**src/pms_pkg.sv**
```systemverilog
// package of constants shared by the power mode sequencer ends
package pms_pkg;
   // control register field positions
   localparam int CtlPowerSave  = 0;
   localparam int CtlIdle       = 1;
   localparam int CtlHalt       = 2;
   localparam int CtlWaitSave   = 3;
   localparam int CtlMainDis    = 4;
   localparam int CtlPllDis     = 5;
   localparam int CtlHwMain     = 6;
   localparam int CtlHwPll      = 7;
   // status register field positions
   localparam int StSlowStable  = 0;
   localparam int StFastStable  = 1;
   localparam int StPllStable   = 2;
   // control reset value and fixed upper status bits
   localparam logic [7:0] CTL_RESET     = 8'h00;
   localparam logic [4:0] STATUS_UPPER  = 5'h00;
   // register indexes on the plain port
   localparam logic [1:0] ADDR_CONTROL  = 2'h0;
   localparam logic [1:0] ADDR_STATUS   = 2'h1;
   localparam logic [1:0] ADDR_MODE     = 2'h2;
   // wake unit size
   localparam int WAKE_CHANNELS = 32;
   localparam int WAKE_MODULE   = 16;
   localparam int WAKE_IRQS     = 8;
   // operating modes
   typedef enum logic [1:0] {PMS_ACTIVE, PMS_SAVE, PMS_IDLE, PMS_HALT}
      pms_mode_e;
endpackage

```
**src/pms_if.sv**
```systemverilog
// interface joining the sequencer with the core, clocks and wake unit
`timescale 1ns/10ps
interface pms_if;
   logic       waitExec;      // core executes wait, one-cycle pulse
   logic       wakeIn;        // latched wake request, async origin
   logic       nmiIn;         // non-maskable interrupt level
   logic       intAck;        // interrupt acknowledge pulse
   logic       slowOscStable; // low-frequency oscillator stable
   logic       fastOscStable; // high-frequency oscillator stable
   logic       pllLocked;     // pll stable when running
   logic       pllPowerDown;  // pll forced off by outside control
   logic       crystalAbsent; // no slow crystal fitted
   logic       fastOscEnable; // sequencer enables fast oscillator
   logic       pllEnable;     // sequencer enables pll
   logic       slowFromMain;  // slow clock from main prescaler
   logic       cpuClockGate;  // system clock runs
   logic [1:0] mode;          // current mode
   modport device (input waitExec, wakeIn, nmiIn, intAck, slowOscStable,
      fastOscStable, pllLocked, pllPowerDown, crystalAbsent,
      output fastOscEnable, pllEnable, slowFromMain, cpuClockGate, mode);
   modport host (output waitExec, wakeIn, nmiIn, intAck, slowOscStable,
      fastOscStable, pllLocked, pllPowerDown, crystalAbsent,
      input fastOscEnable, pllEnable, slowFromMain, cpuClockGate, mode);
endinterface

```
**src/pms_wake_sync.sv**
```systemverilog
// two-flop synchroniser for an asynchronously set level
`timescale 1ns/10ps
module pms_wake_sync
(
   // clock and reset
   input  wire logic mclk,
   input  wire logic rst,
   // level in and out
   input  wire logic asyncIn,
   output logic      syncOut
);
   logic stage1; // first stage, read only by stage two

   // two-stage capture of the level
   always_ff @(posedge mclk)
   begin
      if (rst)
      begin
         stage1  <= 1'b0;
         syncOut <= 1'b0;
      end
      else
      begin
         stage1  <= asyncIn; // RULE24
         syncOut <= stage1;
      end
   end
endmodule

```
**src/pms_device.sv**
```systemverilog
// power mode sequencer: mode control, clock status and wake sequence
// How it works
// RULE1: status bit 0 slow stable; blocks low modes
// RULE2: status bit 1 fast stable; gates active
// RULE3: status bit 2 pll ok or off
// RULE4: upper status bits zero; low bits live
// RULE5: wake latched until acknowledge or reset
// RULE6: wake restores active, no restart itself
// RULE7: no wait-before: save starts now, flag later
// RULE8: wait-before: flag reads one, enter on wait
// RULE9: idle by bit then wait, from active/save; code also needs the wait-before bit set
// RULE10: halt by bit then wait, from active/save; code also needs the wait-before bit set
// RULE11: fast clock stops only after mode entered
// RULE12: fast osc on in active, off halt
// RULE13: software waits slow stable before save
// RULE14: clearing save returns active, flag lags
// RULE15: software reenables fast clock before leaving
// RULE16: wake: clear disables, wait stable, then active
// RULE17: wake goes straight to active from low
// RULE18: pending until needed clock stable
// RULE19: no crystal: slow from main, halt only; code also enters save and idle without a crystal
// RULE20: no crystal: exit to active, main-derived
// RULE21: wake channels pend and raise wake signal
// RULE22: wake detection works in every mode
// RULE23: control byte layout, clears on reset
// RULE24: wake signals synchronised by two flops
//
// Decided for this implementation: the placing of the registers and the plain strobed port.
`timescale 1ns/10ps
module pms_device
(
   // clock and reset
   input  wire logic       mclk,
   input  wire logic       rst,
   // link to core, clocks and wake unit
   pms_if.device           link,
   // software register port
   input  wire logic [1:0] regAddr,
   input  wire logic [7:0] regWdata,
   input  wire logic       regWrite,
   input  wire logic       regRead,
   output logic      [7:0] regRdata
);
   typedef enum logic [2:0] {SQ_RUN, SQ_SAVE_GO, SQ_WAKE_FAST,
      SQ_WAKE_PLL, SQ_EXIT} pms_seq_e;

   pms_pkg::pms_mode_e mode;     // current mode
   pms_seq_e           seq;      // sequencer step
   logic [7:0]         ctl;      // control byte
   logic               wakeLat;  // latched wake request
   logic               wakeSync; // synchronised wake request
   logic               nmiSync;  // synchronised nmi
   logic               wakeHit;  // any hardware wake
   logic               pllOk;    // pll stable or powered down
   logic               lowMode;  // in save, idle or halt
   logic               ctlWr;    // control write strobe
   logic [7:0]         status;   // status byte

   // synchronise the asynchronous wake and nmi levels
   pms_wake_sync u_wakeSync
   (
      .mclk    (mclk),
      .rst     (rst),
      .asyncIn (link.wakeIn),
      .syncOut (wakeSync)
   );
   pms_wake_sync u_nmiSync
   (
      .mclk    (mclk),
      .rst     (rst),
      .asyncIn (link.nmiIn),
      .syncOut (nmiSync)
   );

   // derived conditions
   always_comb
   begin
      pllOk   = link.pllPowerDown | ~link.pllEnable | link.pllLocked; // RULE3
      lowMode = (mode != pms_pkg::PMS_ACTIVE);
      wakeHit = wakeLat & lowMode;
      ctlWr   = regWrite & (regAddr == pms_pkg::ADDR_CONTROL);
      status  = {pms_pkg::STATUS_UPPER, pllOk, link.fastOscStable,
                 link.slowOscStable}; // RULE1 RULE2 RULE4
   end

   // wake latch, held until acknowledge; new event wins over clear
   always_ff @(posedge mclk)
   begin
      if (rst)
         wakeLat <= 1'b0; // RULE5
      else if (wakeSync | nmiSync)
         wakeLat <= 1'b1; // RULE17
      else if (link.intAck)
         wakeLat <= 1'b0; // RULE5
   end

   // control byte and mode sequencer
   always_ff @(posedge mclk)
   begin
      if (rst)
      begin
         ctl  <= pms_pkg::CTL_RESET; // RULE23
         mode <= pms_pkg::PMS_ACTIVE;
         seq  <= SQ_RUN;
      end
      else
      begin
         case (seq)
            // normal operation, software requests
            SQ_RUN:
            begin
               if (wakeHit)
               begin
                  ctl[pms_pkg::CtlMainDis] <= 1'b0; // RULE16
                  seq                      <= SQ_WAKE_FAST; // RULE17
               end
               else if (ctlWr)
               begin
                  ctl[7:3] <= regWdata[7:3];
                  // idle and halt bits are requests, held as written
                  ctl[pms_pkg::CtlIdle] <= regWdata[pms_pkg::CtlIdle];
                  ctl[pms_pkg::CtlHalt] <= regWdata[pms_pkg::CtlHalt];
                  if (regWdata[pms_pkg::CtlPowerSave] && !lowMode)
                  begin
                     if (regWdata[pms_pkg::CtlWaitSave])
                        ctl[pms_pkg::CtlPowerSave] <= 1'b1; // RULE8
                     else
                        seq <= SQ_SAVE_GO; // RULE7
                  end
                  else if (!regWdata[pms_pkg::CtlPowerSave]
                           && mode == pms_pkg::PMS_SAVE)
                     seq <= SQ_EXIT; // RULE14
                  else if (!regWdata[pms_pkg::CtlPowerSave])
                     ctl[pms_pkg::CtlPowerSave] <= 1'b0;
               end
               else if (link.waitExec && ctl[pms_pkg::CtlWaitSave]
                        && link.slowOscStable
                        && (mode == pms_pkg::PMS_ACTIVE
                            || mode == pms_pkg::PMS_SAVE)) // RULE1
               begin
                  if (ctl[pms_pkg::CtlHalt])
                     mode <= pms_pkg::PMS_HALT; // RULE10
                  else if (ctl[pms_pkg::CtlIdle])
                     mode <= pms_pkg::PMS_IDLE; // RULE9
                  else if (ctl[pms_pkg::CtlPowerSave])
                     mode <= pms_pkg::PMS_SAVE; // RULE8
               end
            end
            // immediate save waits for a stable slow clock
            SQ_SAVE_GO:
            begin
               if (wakeHit || link.slowOscStable) // RULE18
               begin
                  mode                       <= pms_pkg::PMS_SAVE;
                  ctl[pms_pkg::CtlPowerSave] <= 1'b1; // RULE7
                  seq                        <= SQ_RUN;
               end
            end
            // wake: fast oscillator first, then the pll
            SQ_WAKE_FAST:
            begin
               if (link.fastOscStable)
               begin
                  ctl[pms_pkg::CtlPllDis] <= 1'b0; // RULE16
                  seq                     <= SQ_WAKE_PLL;
               end
            end
            SQ_WAKE_PLL:
            begin
               if (pllOk)
                  seq <= SQ_EXIT; // RULE16
            end
            // enter active once fast clock and pll are good
            SQ_EXIT:
            begin
               if (link.fastOscStable && pllOk) // RULE2 RULE3 RULE18
               begin
                  mode                       <= pms_pkg::PMS_ACTIVE; // RULE6
                  ctl[pms_pkg::CtlPowerSave] <= 1'b0; // RULE14
                  ctl[pms_pkg::CtlIdle]      <= 1'b0;
                  ctl[pms_pkg::CtlHalt]      <= 1'b0;
                  ctl[pms_pkg::CtlHwMain]    <= 1'b0;
                  ctl[pms_pkg::CtlHwPll]     <= 1'b0;
                  seq                        <= SQ_RUN;
               end
            end
            default:
               seq <= SQ_RUN;
         endcase
      end
   end

   // clock enables from mode and disable bits
   always_comb
   begin
      case (mode)
         pms_pkg::PMS_ACTIVE:
         begin
            link.fastOscEnable = 1'b1; // RULE12
            link.pllEnable     = 1'b1;
         end
         pms_pkg::PMS_HALT:
         begin
            // oscillator restarts only once a wake sequence runs,
            // otherwise the wake would wait forever for a stable clock
            link.fastOscEnable = (seq != SQ_RUN); // RULE12 RULE16
            link.pllEnable     = 1'b0;
         end
         default:
         begin
            // only once in save or idle; never without a crystal
            link.fastOscEnable = ~ctl[pms_pkg::CtlMainDis]
                                 | link.crystalAbsent; // RULE11 RULE19
            link.pllEnable     = ~ctl[pms_pkg::CtlPllDis]; // RULE11
         end
      endcase
      link.slowFromMain = link.crystalAbsent; // RULE19 RULE20
      link.cpuClockGate = (mode == pms_pkg::PMS_ACTIVE)
                          || (mode == pms_pkg::PMS_SAVE);
      link.mode         = mode;
   end

   // read data one cycle after the strobe
   always_ff @(posedge mclk)
   begin
      if (rst)
         regRdata <= 8'h00;
      else if (regRead)
      begin
         case (regAddr)
            pms_pkg::ADDR_CONTROL: regRdata <= ctl;
            pms_pkg::ADDR_STATUS:  regRdata <= status;
            pms_pkg::ADDR_MODE:    regRdata <= {6'h00, mode};
            default:               regRdata <= 8'h00;
         endcase
      end
   end
endmodule

```
**src/flat_wrapper.sv**
```systemverilog
// flat-port wrapper written by rule: the top's interface ports become plain ports
module pms_device_flat 
  (mclk, rst, regAddr, regWdata, regWrite, regRead, regRdata, link_waitExec, link_wakeIn, link_nmiIn, link_intAck, link_slowOscStable, link_fastOscStable, link_pllLocked, link_pllPowerDown, link_crystalAbsent, link_fastOscEnable, link_pllEnable, link_slowFromMain, link_cpuClockGate, link_mode);
  pms_if link_i ();
  input  wire logic mclk;
  input  wire logic rst;
  input  wire logic [1:0] regAddr;
  input  wire logic [7:0] regWdata;
  input  wire logic regWrite;
  input  wire logic regRead;
  output logic      [7:0] regRdata;
  input wire logic [$bits(link_i.waitExec)-1:0] link_waitExec;
  input wire logic [$bits(link_i.wakeIn)-1:0] link_wakeIn;
  input wire logic [$bits(link_i.nmiIn)-1:0] link_nmiIn;
  input wire logic [$bits(link_i.intAck)-1:0] link_intAck;
  input wire logic [$bits(link_i.slowOscStable)-1:0] link_slowOscStable;
  input wire logic [$bits(link_i.fastOscStable)-1:0] link_fastOscStable;
  input wire logic [$bits(link_i.pllLocked)-1:0] link_pllLocked;
  input wire logic [$bits(link_i.pllPowerDown)-1:0] link_pllPowerDown;
  input wire logic [$bits(link_i.crystalAbsent)-1:0] link_crystalAbsent;
  output wire logic [$bits(link_i.fastOscEnable)-1:0] link_fastOscEnable;
  output wire logic [$bits(link_i.pllEnable)-1:0] link_pllEnable;
  output wire logic [$bits(link_i.slowFromMain)-1:0] link_slowFromMain;
  output wire logic [$bits(link_i.cpuClockGate)-1:0] link_cpuClockGate;
  output wire logic [$bits(link_i.mode)-1:0] link_mode;
  assign link_i.waitExec = link_waitExec;
  assign link_i.wakeIn = link_wakeIn;
  assign link_i.nmiIn = link_nmiIn;
  assign link_i.intAck = link_intAck;
  assign link_i.slowOscStable = link_slowOscStable;
  assign link_i.fastOscStable = link_fastOscStable;
  assign link_i.pllLocked = link_pllLocked;
  assign link_i.pllPowerDown = link_pllPowerDown;
  assign link_i.crystalAbsent = link_crystalAbsent;
  assign link_fastOscEnable = link_i.fastOscEnable;
  assign link_pllEnable = link_i.pllEnable;
  assign link_slowFromMain = link_i.slowFromMain;
  assign link_cpuClockGate = link_i.cpuClockGate;
  assign link_mode = link_i.mode;
  pms_device u_core (.mclk(mclk), .rst(rst), .link(link_i), .regAddr(regAddr), .regWdata(regWdata), .regWrite(regWrite), .regRead(regRead), .regRdata(regRdata));
endmodule
```
**config.mk**
```make
export PLATFORM = sky130hd
export DESIGN_NAME = pms_device_flat
export DESIGN_NICKNAME = d
export VERILOG_FILES = /design/src/pms_pkg.sv /design/src/pms_if.sv /design/src/pms_wake_sync.sv /design/src/pms_device.sv /design/src/flat_wrapper.sv
export SDC_FILE = /design/constraint.sdc
export NUM_CORES = 1
export LEC_CHECK = 0
export BUFFER_PORTS_ARGS = -buffer_cell sky130_fd_sc_hd__buf_2
export CORE_ASPECT_RATIO = 0.5
export CORE_MARGIN = 2
export CORE_UTILIZATION = 55
export DETAILED_ROUTE_END_ITERATION = 10
export PLACE_DENSITY = 0.82
export SLEW_MARGIN = 20
export SYNTH_ARGS = -nofsm -noshare
export SYNTH_HDL_FRONTEND = slang
export SYNTH_HIERARCHICAL = 1
export SYNTH_SLANG_ARGS = --single-unit
```
**constraint.sdc**
```tcl
create_clock -name mclk -period 5.1 [get_ports mclk]
set_input_delay 0.255 -clock mclk [delete_from_list [all_inputs] [get_ports mclk]]
set_output_delay 0.255 -clock mclk [all_outputs]
set_load 0.005 [all_outputs]
```
; ---- After elaboration in Yosys (flattened, before gate mapping)
; Cells that the tools add are included.
[totals]
input_bits = 23
output_inout_bits = 14
register_bits = 26
word_cells = 111
[classes]
n_eq_ne = 23
muxes = 38
reduce_logical = 27
bitwise = 10
[op_table]
columns = cell, count
row1 = $mux 3, 11
row2 = $pmux 8 s3, 1
row3 = $mux 2, 8
row4 = $pmux 3 s5, 1
row5 = $reduce_and 7->1, 2
row6 = $ne 2x1->1 const B, 5
row7 = $reduce_bool 2->1, 5
row8 = $mux 1, 9
row9 = $mux 8, 1
row10 = $ne 4x1->1 const B, 2
row11 = $pmux 2 s2, 2
row12 = $reduce_and 4->1, 2
row13 = $reduce_and 8->1, 1
row14 = $eq 3x2->1 const B, 2
row15 = $logic_and 1x1->1, 6
row16 = $ne 2x2->1 const B, 3
row17 = $ne 3x2->1 const B, 2
row18 = $pmux 1 s2, 3
row19 = $pmux 2 s3, 1
row20 = $reduce_bool 3->1, 2
row21 = $eq 2x1->1 const B, 2
row22 = $eq 2x2->1 const B, 2
row23 = $logic_not 2->1, 2
row24 = $ne 4x3->1 const B, 1
row25 = 13 further kinds, 22

; ---- Logic depth before layout (Yosys ltp)
; Gate-level depths: netlist of run 1.
[logic_depth]
ltp_word = 8
depth_mapped = 8
mapped_depth_nobuf = 7

; ---- Hierarchy
; The synthesis of run 1 kept the hierarchy.
[by_module_without_submodules]
columns = module, n_inst, seq_area_each_um2, cells_per_inst, area_per_inst_um2
row1 = pms_device, 1, 440.4, 168, 1417.6
row2 = pms_wake_sync, 2, 40.0, 4, 52.6

; ---- Worst setup path after synthesis of run 1
; No wires, ideal clock.
[synth_timing]
path_type = reg2reg
from = register u_core.mode[0], in the netlist u_core/link.mode[0]
to = register u_core.mode[1], in the netlist u_core/link.mode[1]
arrival_time_ps = 1876
period_less_slack_ps = 1946
required_time_ps = 5030
path_slack_ps = 3154
stages_incl_launch_ff = 9
n_path_buf = 1
cell_sequence = dfxtp_1 -> inv_1 -> ha_1 -> buf_4 -> nor2b_1 -> mux2i_1 -> o2111ai_1 -> a211o_1 -> a21oi_1
[synth_between]
elab_chain_len = 8
elab_cells_between_ends = 18
cone_classes = eq/ne: 6 / mux: 1 / bitwise: 4 / reduce/logical: 7
[synth_rtl]
columns = element, line
row1 = start: declaration, pms_device.sv:47  ; pms_pkg::pms_mode_e mode;
row2 = start signal: assignment, pms_device.sv:103  ; mode <= pms_pkg::PMS_ACTIVE;
row3 = start signal: assignment, pms_device.sv:142  ; mode <= pms_pkg::PMS_HALT;
row4 = start signal: assignment, pms_device.sv:144  ; mode <= pms_pkg::PMS_IDLE;
row5 = $eq 2x2->1 or $logic_not 2->1 (tied branches), "pms_device.sv:196, pms_device.sv:138"
row6 = $pmux 1 s2, pms_device.sv:196  ; case (mode)
row7 = $not 1->1, pms_device.sv:78  ; pllOk = link.pllPowerDown | ~link.pllEnable | link.pllLocked;
row8 = $or 1x1->1 (2 in series), pms_device.sv:78
row9 = $logic_and 1x1->1, pms_device.sv:176  ; if (link.fastOscStable && pllOk)
row10 = $ne 2x1->1 (no source line), -
row11 = $reduce_and 7->1 (no source line) (*), -
; Mark *: on every way between the ends. The rest lies on a longest branch, timed or not.
; A chain may end at the register's enable or synchronous reset.

; ---- Worst setup path after layout of run 1
[layout_timing]
from = register u_core.mode[0], in the netlist u_core/link.mode[0]
to = register u_core.ctl[7]
[layout_between]
elab_chain_len = 8
elab_cells_between_ends = 12
cone_classes = eq/ne: 3 / mux: 1 / bitwise: 4 / reduce/logical: 4
[layout_rtl]
columns = element, line
row1 = $eq 2x2->1 or $logic_not 2->1 (tied branches), pms_device.sv:196
row2 = $pmux 1 s2, pms_device.sv:196
row3 = $not 1->1, pms_device.sv:78
row4 = $or 1x1->1 (2 in series), pms_device.sv:78
row5 = $logic_and 1x1->1, pms_device.sv:176
row6 = $ne 2x1->1 (no source line), -
row7 = $reduce_and 4->1 (no source line) (*), -
row8 = end signal: assignment, pms_device.sv:102  ; ctl <= pms_pkg::CTL_RESET;
row9 = end signal: assignment, pms_device.sv:119  ; ctl[7:3] <= regWdata[7:3];
row10 = end signal: indexed assignment, pms_device.sv:121  ; ctl[pms_pkg::CtlIdle] <= regWdata[pms_pkg::CtlIdle];
row11 = end: declaration, pms_device.sv:49  ; logic [7:0] ctl;
; Marks and branches as above.

==> load_flow_metrics.sql, run 1 <==
INSERT INTO impl_metrics (metric_group, metric, value, unit) VALUES
('cells_and_area', 'antenna_cells_inserted', '0', ''),
('logic_synthesis', 'post-synth-top-area-cell', 'dfxtp_1', ''),
('hold_path', 'worst_hold_path.num_cells', '2', ''),
('placed_design', 'gp_congestion', '0.890', ''),
('sta', 'crit_path_time_final', '2090', 'ps'),
('logic_synthesis', 'synthesis.area', '0.00152', 'mm2'),
('sta', 'rsz_0062_raised_after_global_routing', 'no', ''),
('worst_setup_path', 'criticalPathCategory', 'flop to flop', ''),
('logic_synthesis', 'ys_top_cells_by_area', 'dfxtp_1 (34%), mux2i_1 (5.9%), nand2b_1 (5.3%)', ''),
('sta', 'timing.final.crit_share', '41.0', '%'),
('floorplanning', 'die_width', '78.4', 'um'),
('clock_network', 'maximum_buffer_depth_of_the_clock_tree', '2', ''),
('placed_design', 'detailedPlacementHpwl', '2570', 'um'),
('sta', 'setup_viol', '0', ''),
('logic_synthesis', 'synth_top_cell_area_share', '34.2', '%'),
('logic_synthesis', 'seq_total_area_yosys', '34.2', '%'),
('logic_synthesis', 'ys_warn_count', '6', ''),
('logic_synthesis', 'synth-edff-count', '0', ''),
('power', 'power_density', '358', 'mW/mm2'),
('sta', 'setup_tns', '0', 'ps'),
('logic_synthesis', 'synth_most_common_cell', 'dfxtp_1', ''),
('worst_setup_path', 'category_of_the_worst_setup_path_launch_point', 'flop', ''),
('clock_network', 'clock_tree.htree_level_count', '1', ''),
('logic_synthesis', 'synthDistinctLibCells', '44', ''),
('worst_setup_path', 'crit_path_top_delay_cell', 'dfxtp_1', ''),
('worst_setup_path', 'crit_required', '5300', 'ps'),
('detailed_routing', 'drt.antenna.violating_nets', '0', ''),
('placed_design', 'placed_cells_incl_taps', '240', ''),
('cells_and_area', 'drive_above_1_share', '26.6', '%'),
('logic_synthesis', 'ys_async_sr_fraction', '0', '%'),
('cells_and_area', 'final.fill_count', '226', ''),
('detailed_routing', 'routed_wl', '3390', 'um'),
('global_routing', 'global_route.usage.total', '22.8', '%'),
('worst_setup_path', 'cp_cell_sequence', 'inv_1 -> ha_1 -> and2b_2 -> o21ai_2 -> a31oi_1 -> nor3_4 -> mux2i_1', ''),
('power', 'leakagePower', '0.676', 'nW'),
('sta', 'final-hold-violation-count', '0', ''),
('hold_path', 'hold_path.class', 'input pin to flop', ''),
('floorplanning', 'die-area', '0.00323', 'mm2'),
('detailed_routing', 'via_cell_ratio', '5.52', ''),
('worst_setup_path', 'setup.worst_path.end_class', 'flop', ''),
('floorplanning', 'die_h', '41.2', 'um'),
('placed_design', 'numPortBuffers', '36', ''),
('clock_network', 'postCtsHoldBufs', '0', ''),
('global_routing', 'globalRoute.totalOverflow', '0', ''),
('detailed_routing', 'vias', '1348', ''),
('cells_and_area', 'area_delta_synth_final', '13.2', '%'),
('global_routing', 'grt_max_degree', '29', ''),
('power', 'vdd.ir_drop.worst', '0.168', 'mV'),
('hold_path', 'min_to', 'u_core/u_nmiSync/stage1', ''),
('sta', 'timing_max_transition_violations_final', '0', ''),
('detailed_routing', 'post_drt_wl_per_cell', '13.9', 'um'),
('detailed_routing', 'drtIter0Drc', '99', ''),
('worst_setup_path', 'reg2reg_to', 'u_core/ctl[7]', ''),
('worst_setup_path', 'critical_path.max_stage_delay', '430', 'ps'),
('clock_network', 'cts_tree', 'built', ''),
('detailed_routing', 'drc_violations_left', '0', ''),
('worst_setup_path', 'worst-endpoint-arrival', '2300', 'ps'),
('global_routing', 'antenna_found_initial', '0', ''),
('logic_synthesis', 'postSynth.topFlopCell', 'dfxtp_1', ''),
('outcome', 'status', 'finished clean', ''),
('logic_synthesis', 'synth_nets', '202', ''),
('clock_network', 'number_of_buffers_added_by_the_clock_tree_synthesis_step', '3', ''),
('flow_run', 'max-cap-violations', '0', ''),
('worst_setup_path', 'ff2ff_path_depth', '7', ''),
('sta', 'clock.fmax', '0.478', 'GHz'),
('worst_setup_path', 'worst_r2r_startpoint', 'u_core/link.mode[0]', ''),
('logic_synthesis', 'postSynthAreaPerCell', '8.65', 'um2'),
('cells_and_area', 'stdcell_count', '244', ''),
('worst_setup_path', 'reg2reg_setup_slack', '3010', 'ps'),
('logic_synthesis', 'synth-seq-cells', '26', ''),
('sta', 'worst_pin_slew', '551', 'ps');
## per-layer routing
metal	part of all wire, %	routed length [um]	vias to the layer above	global-route usage, %
met2	44	1480	51	36.4
met4	1.5	50	0	7.46
met3	6.9	235	9	5.73
li1	-	-	681	-
met1	48	1620	607	31.0
met5	0	0	-	0
## cells by family (layout without fill, tap and decap cells)
family                   Yosys count  count (layout)  synth area share, %
AND/OR/NAND/NOR                   75              75                 27.9
XOR/XNOR                           1               1                0.575
AO/OA/AOI/OAI                     46              46                 20.9
flip-flops                        26              26                 34.2
multiplexers                       9               9                 5.92
adder cells (fa/ha/maj)            3               3                 2.47
buffers and inverters             16              47                 8.05
## worst max path at each step
stage	start	end	slack, ps	cells past startpoint
final	u_core/link.mode[0]	u_core/ctl[7]	3010	7
after global routing	u_core/link.mode[0]	u_core/link.mode[1]	2810	7
after CTS	u_core/link.mode[0]	u_core/link.mode[1]	3020	7
after detailed placement	u_core/link.mode[0]	u_core/link.mode[1]	3030	7
after global placement	u_core/link.mode[0]	u_core/link.mode[1]	3090	7
after floorplan	u_core/link.mode[0]	u_core/link.mode[1]	3150	8
## layout by cell type, fill, tap and decap left out, types with 4 or more instances in the layout
master and instances:
mux2i_1 9, nor3_1 4, nand2b_1 13, nand3_1 7, a211oi_1 4, and2b_2 4, nor2b_1 9, nor2_1 18
o21ai_0 7, nand2_1 8, dfxtp_1 26, buf_2 36, a21oi_1 13, inv_1 7, a31oi_1 4
## worst max-delay path, delay by kind of cell (launching register included)
kind	cells	cell delay (ps)
buffers and inverters	1	70
AO/OA/AOI/OAI	2	420
multiplexers	1	220
AND/OR/NAND/NOR	2	540
adder cells (fa/ha/maj)	1	340
flip-flops	1	430
## area by class of cell
type / instances / area [um2] / area share [%]
timing repair buffer: 36 / 180 / 10.4
clock inverter: 1 / 30.0 / 1.74
inverter: 7 / 26.3 / 1.52
sequential: 26 / 520 / 30.2
tap: 37 / 46.3 / 2.69
clock buffer: 3 / 41.3 / 2.39
multi-input combinational: 134 / 880 / 51.0
## stage by stage
stage               worst slack, ps  cell area [um2]  power [W]  utilization (%)
floorplan                      3150             1520   0.000410                -
global placement               3090             1650   0.000444             63.1
detailed placement             3030             1650   0.000447             63.1
CTS                            3020             1720   0.000617             65.8
global route                   2810             1720   0.000655             65.8
finish                         3010             1720   0.000617             65.8
## flip-flops by register name (all words and copies together), names as in the netlist
register,cells
u_core/link.mode,2
u_core/regRdata,8
u_core/wakeLat,1
u_core/seq,3
u_core/u_wakeSync/syncOut,1
u_core/u_wakeSync/stage1,1
u_core/ctl,8
u_core/u_nmiSync/stage1,1
u_core/u_nmiSync/syncOut,1
## report_power, final
group          internal, W  switching [W]  leakage (nW)  total [W]
sequential        0.000218      0.0000338         0.211   0.000252
clock             0.000105      0.0000647        0.0357   0.000170
combinational    0.0000877       0.000108         0.429   0.000195
(Power assumes the default switching activity.)
==> run 2, diff against run 1 <==
Settings changed: ABC_AREA set to 1, CORE_UTILIZATION 55 to 52, PLACE_DENSITY 0.82 to 0.78.
Clock period 5.1 ns to 2 ns, I/O delays scaled along.
==> run 2 against run 1 <==
First-iteration DRC count up 27%. Largest power group is now combinational cells. Area after synthesis fell by 1.9%. Cell count increased by 25%. Hold slack got worse by 160 ps. Combinational power rose to 4.8 times the previous value.
==> load_flow_metrics.sql, run 2 <==
INSERT INTO impl_metrics (metric_group, metric, value, unit) VALUES
('power', 'vdd.ir_drop.worst', '0.507', 'mV'),
('sta', 'timing_max_transition_violations_final', '0', ''),
('logic_synthesis', 'synth_fa_ha_area_share', '2.51', '%'),
('sta', 'slew_headroom', '65.6', '%'),
('sta', 'worst_clock_skew', '4.27', 'ps'),
('flow_run', 'max-cap-violations', '0', ''),
('worst_setup_path', 'reg2reg_setup_slack', '230', 'ps'),
('worst_setup_path', 'category_of_the_worst_setup_path_launch_point', 'flop', ''),
('hold_path', 'hold_path.class', 'input pin to flop', ''),
('detailed_routing', 'vias', '1554', ''),
('sta', 'worst_pin_slew', '512', 'ps'),
('cells_and_area', 'stdcell_count', '306', ''),
('logic_synthesis', 'synth_most_common_cell', 'nand2_1', ''),
('cells_and_area', 'layout.cells.most_common', 'nand2_1', ''),
('clock_network', 'postCtsHoldBufs', '0', ''),
('sta', 'rsz_0062_raised_after_global_routing', 'no', ''),
('logic_synthesis', 'ys_warn_count', '6', ''),
('clock_network', 'number_of_buffers_added_by_the_clock_tree_synthesis_step', '3', ''),
('clock_network', 'cts_tree', 'built', ''),
('worst_setup_path', 'reg2reg_to', 'u_core/link.mode[0]', ''),
('worst_setup_path', 'worst-endpoint-arrival', '1980', 'ps'),
('logic_synthesis', 'ys_top_cells_by_area', 'dfxtp_1 (35%), nand2_1 (12%), nor2_1 (10%)', ''),
('clock_network', 'clk_transition_reported_paths', '90', 'ps'),
('logic_synthesis', 'seq_total_area_yosys', '34.8', '%'),
('logic_synthesis', 'synth-seq-cells', '26', ''),
('logic_synthesis', 'synth_top_family_by_area', 'simple AND/OR/NAND/NOR gates', ''),
('worst_setup_path', 'ff2ff_path_depth', '11', ''),
('logic_synthesis', 'post-synth-top-area-cell', 'dfxtp_1', ''),
('floorplanning', 'die-area', '0.00334', 'mm2'),
('placed_design', 'numPortBuffers', '36', ''),
('logic_synthesis', 'synth_cells', '232', ''),
('placed_design', 'detailedPlacementHpwl', '2770', 'um'),
('cells_and_area', 'antenna_cells_inserted', '0', ''),
('logic_synthesis', 'synth-edff-count', '0', ''),
('cells_and_area', 'drive_above_1_share', '24.5', '%'),
('logic_synthesis', 'synthesized_area_fraction_occupied_by_ao_oa_aoi_and_oai_cells', '15.0', '%'),
('clock_network', 'cts-resized-gates', '0', ''),
('sta', 'timing.final.crit_share', '88.3', '%'),
('detailed_routing', 'routed_wl', '3660', 'um'),
('logic_synthesis', 'post_synth_and_or_nand_nor_area_fraction', '38.0', '%'),
('clock_network', 'clk_lat_worst_skew', '270', 'ps'),
('hold_path', 'hp-start', 'link_wakeIn', ''),
('power', 'leakagePower', '0.875', 'nW'),
('logic_synthesis', 'ys_async_sr_fraction', '0', '%'),
('floorplanning', 'core_area', '0.00267', 'mm2'),
('floorplanning', 'die_h', '41.9', 'um'),
('detailed_routing', 'dr.pass1.iters', '5', ''),
('logic_synthesis', 'synthMuxAreaShare', '0', '%'),
('clock_network', 'clock_tree.htree_level_count', '1', ''),
('global_routing', 'grt_pass1_wl', '6090', 'um'),
('global_routing', 'antenna_found_initial', '0', ''),
('clock_network', 'numClockSinks', '26', ''),
('sta', 'crit_path_time_final', '1770', 'ps'),
('logic_synthesis', 'synth-xor-area-share', '0', '%'),
('logic_synthesis', 'synthesis.area', '0.00149', 'mm2'),
('hold_path', 'worst_hold_path.num_cells', '3', ''),
('global_routing', 'global_route.usage.total', '23.5', '%'),
('sta', 'final-hold-violation-count', '0', ''),
('floorplanning', 'initial_standard_cell_utilization_of_the_core', '56.0', '%'),
('power', 'switching_share', '41.0', '%'),
('logic_synthesis', 'postSynth.topFlopCell', 'dfxtp_1', ''),
('clock_network', 'post_cts.repair.setup_buffers', '0', ''),
('detailed_routing', 'post_drt_wl_per_cell', '12.0', 'um'),
('logic_synthesis', 'synth_top_cell_area_share', '34.8', '%'),
('global_routing', 'globalRoute.totalOverflow', '0', ''),
('worst_setup_path', 'setup.worst_path.end_class', 'flop', ''),
('logic_synthesis', 'synth_nets', '258', ''),
('floorplanning', 'placement_rows', '13', ''),
('outcome', 'status', 'finished clean', ''),
('power', 'p_sw', '0.000845', 'W'),
('floorplanning', 'num_io_pins', '37', ''),
('sta', 'setup_tns', '0', 'ps'),
('worst_setup_path', 'crit_path_max_fanout', '5', ''),
('cells_and_area', 'layout_top_registers', 'u_core/ctl: 8 flops, u_core/regRdata: 8 flops, u_core/seq: 3 flops', ''),
('logic_synthesis', 'postSynthAreaPerCell', '6.44', 'um2'),
('detailed_routing', 'drtIter0Drc', '126', ''),
('worst_setup_path', 'crit_required', '2220', 'ps'),
('detailed_routing', 'via_cell_ratio', '5.08', ''),
('power', 'share_comb_of_total_power', '45.6', '%'),
('global_routing', 'grt_pass1_vias', '1305', ''),
('clock_network', 'cts-root-buf', 'clkbuf_8', ''),
('detailed_routing', 'drc_violations_left', '0', ''),
('logic_synthesis', 'synthDistinctLibCells', '23', ''),
('hold_path', 'min_to', 'u_core/u_wakeSync/stage1', ''),
('detailed_routing', 'drt.antenna.violating_nets', '0', ''),
('power', 'intPower', '0.00122', 'W'),
('floorplanning', 'die_width', '79.8', 'um'),
('placed_design', 'placed_cells_incl_taps', '302', ''),
('sta', 'clock.fmax', '0.566', 'GHz'),
('cells_and_area', 'final_cell_mix', 'nand2_1 (48), nor2_1 (40), buf_2 (36)', ''),
('power', 'power_density', '1160', 'mW/mm2'),
('placed_design', 'gp_congestion', '0.956', ''),
('cells_and_area', 'final_util', '66.8', '%'),
('clock_network', 'maximum_buffer_depth_of_the_clock_tree', '2', ''),
('power', 'sequentialPowerShare', '33.1', '%'),
('worst_setup_path', 'worst_r2r_startpoint', 'u_core/link.mode[0]', ''),
('cells_and_area', 'area_delta_synth_final', '19.3', '%'),
('sta', 'setup_viol', '0', ''),
('power', 'power.clock.fraction', '21.3', '%'),
('logic_synthesis', 'synthTopCellsByCount', 'nand2_1 (48), nor2_1 (40), inv_1 (27)', ''),
('worst_setup_path', 'criticalPathCategory', 'flop to flop', ''),
('cells_and_area', 'number_of_nets_in_the_finished_design', '296', ''),
('global_routing', 'grt_max_degree', '20', '');
==> run 2: final cells by class <==
type | instances | area [um2]
clock buffers | 3 | 41.3
clock inverters | 1 | 30.0
fillers | 254 | 885
inverters | 33 | 125
multi-input cells | 170 | 837
flip-flops and latches | 26 | 523
well taps | 37 | 46.3
repair buffers | 36 | 180
==> run 2: logic make-up after synthesis <==
kind of cell | after synthesis
AND/OR/NAND/NOR | 125
flip-flops | 26
buffers and inverters | 36
AO/OA/AOI/OAI | 42
adder cells (fa/ha/maj) | 3
==> run 2: worst max-delay path by stage <==
stage,start,endpoint,depth (start not counted)
after global placement,u_core/link.mode[0],u_core/link.mode[0],10
after detailed placement,u_core/link.mode[0],u_core/link.mode[0],10
after CTS,u_core/link.mode[0],u_core/link.mode[0],11
final,u_core/link.mode[0],u_core/link.mode[0],11
after floorplan,u_core/link.mode[0],u_core/link.mode[0],10
after global routing,u_core/link.mode[0],u_core/link.mode[0],11
==> run 2: through the flow <==
step                      worst slack (ps)  hold slack (ps)  total power (W)  instance area (um2)
final                                  234             23.3          0.00206                 1780
after detailed placement               194              310          0.00160                 1700
after global placement                 239              303          0.00159                 1700
after global routing                  9.54             21.2          0.00224                 1780
after CTS                              149             21.5          0.00205                 1770
after floorplan                        417              169          0.00138                 1490
==> run 2: power groups by stage <==
stage	clock network (W)	logic (W)	registers, W
global route	0.000474	0.00107	0.000692
finish	0.000439	0.000940	0.000683
global placement	0	0.000900	0.000688
detailed placement	0	0.000907	0.000691
floorplan	0	0.000704	0.000671
CTS	0.000449	0.000918	0.000680
==> run 2: critical path: stages, from the launching register on <==
cell     delay (ps)
dfxtp_2         390
inv_1            70
ha_1            330
inv_1            90
nand2_1          70
nand3_1         150
nand2_1         130
a21oi_4         190
nand2_1         100
nand2_1          70
nand2_1          40
nor2_1           80
==> run 2: per-layer routing <==
| layer | routed length [um] | global-route usage, % | part of all wire, % | vias to the layer above |
|---|---|---|---|---|
| met4 | 30 | 4.41 | 0.82 | 0 |
| met5 | 0 | 0 | 0 | - |
| met2 | 1510 | 34.3 | 41 | 72 |
| met1 | 1790 | 35.2 | 49 | 671 |
| li1 | - | - | - | 805 |
| met3 | 328 | 5.87 | 9.0 | 6 |
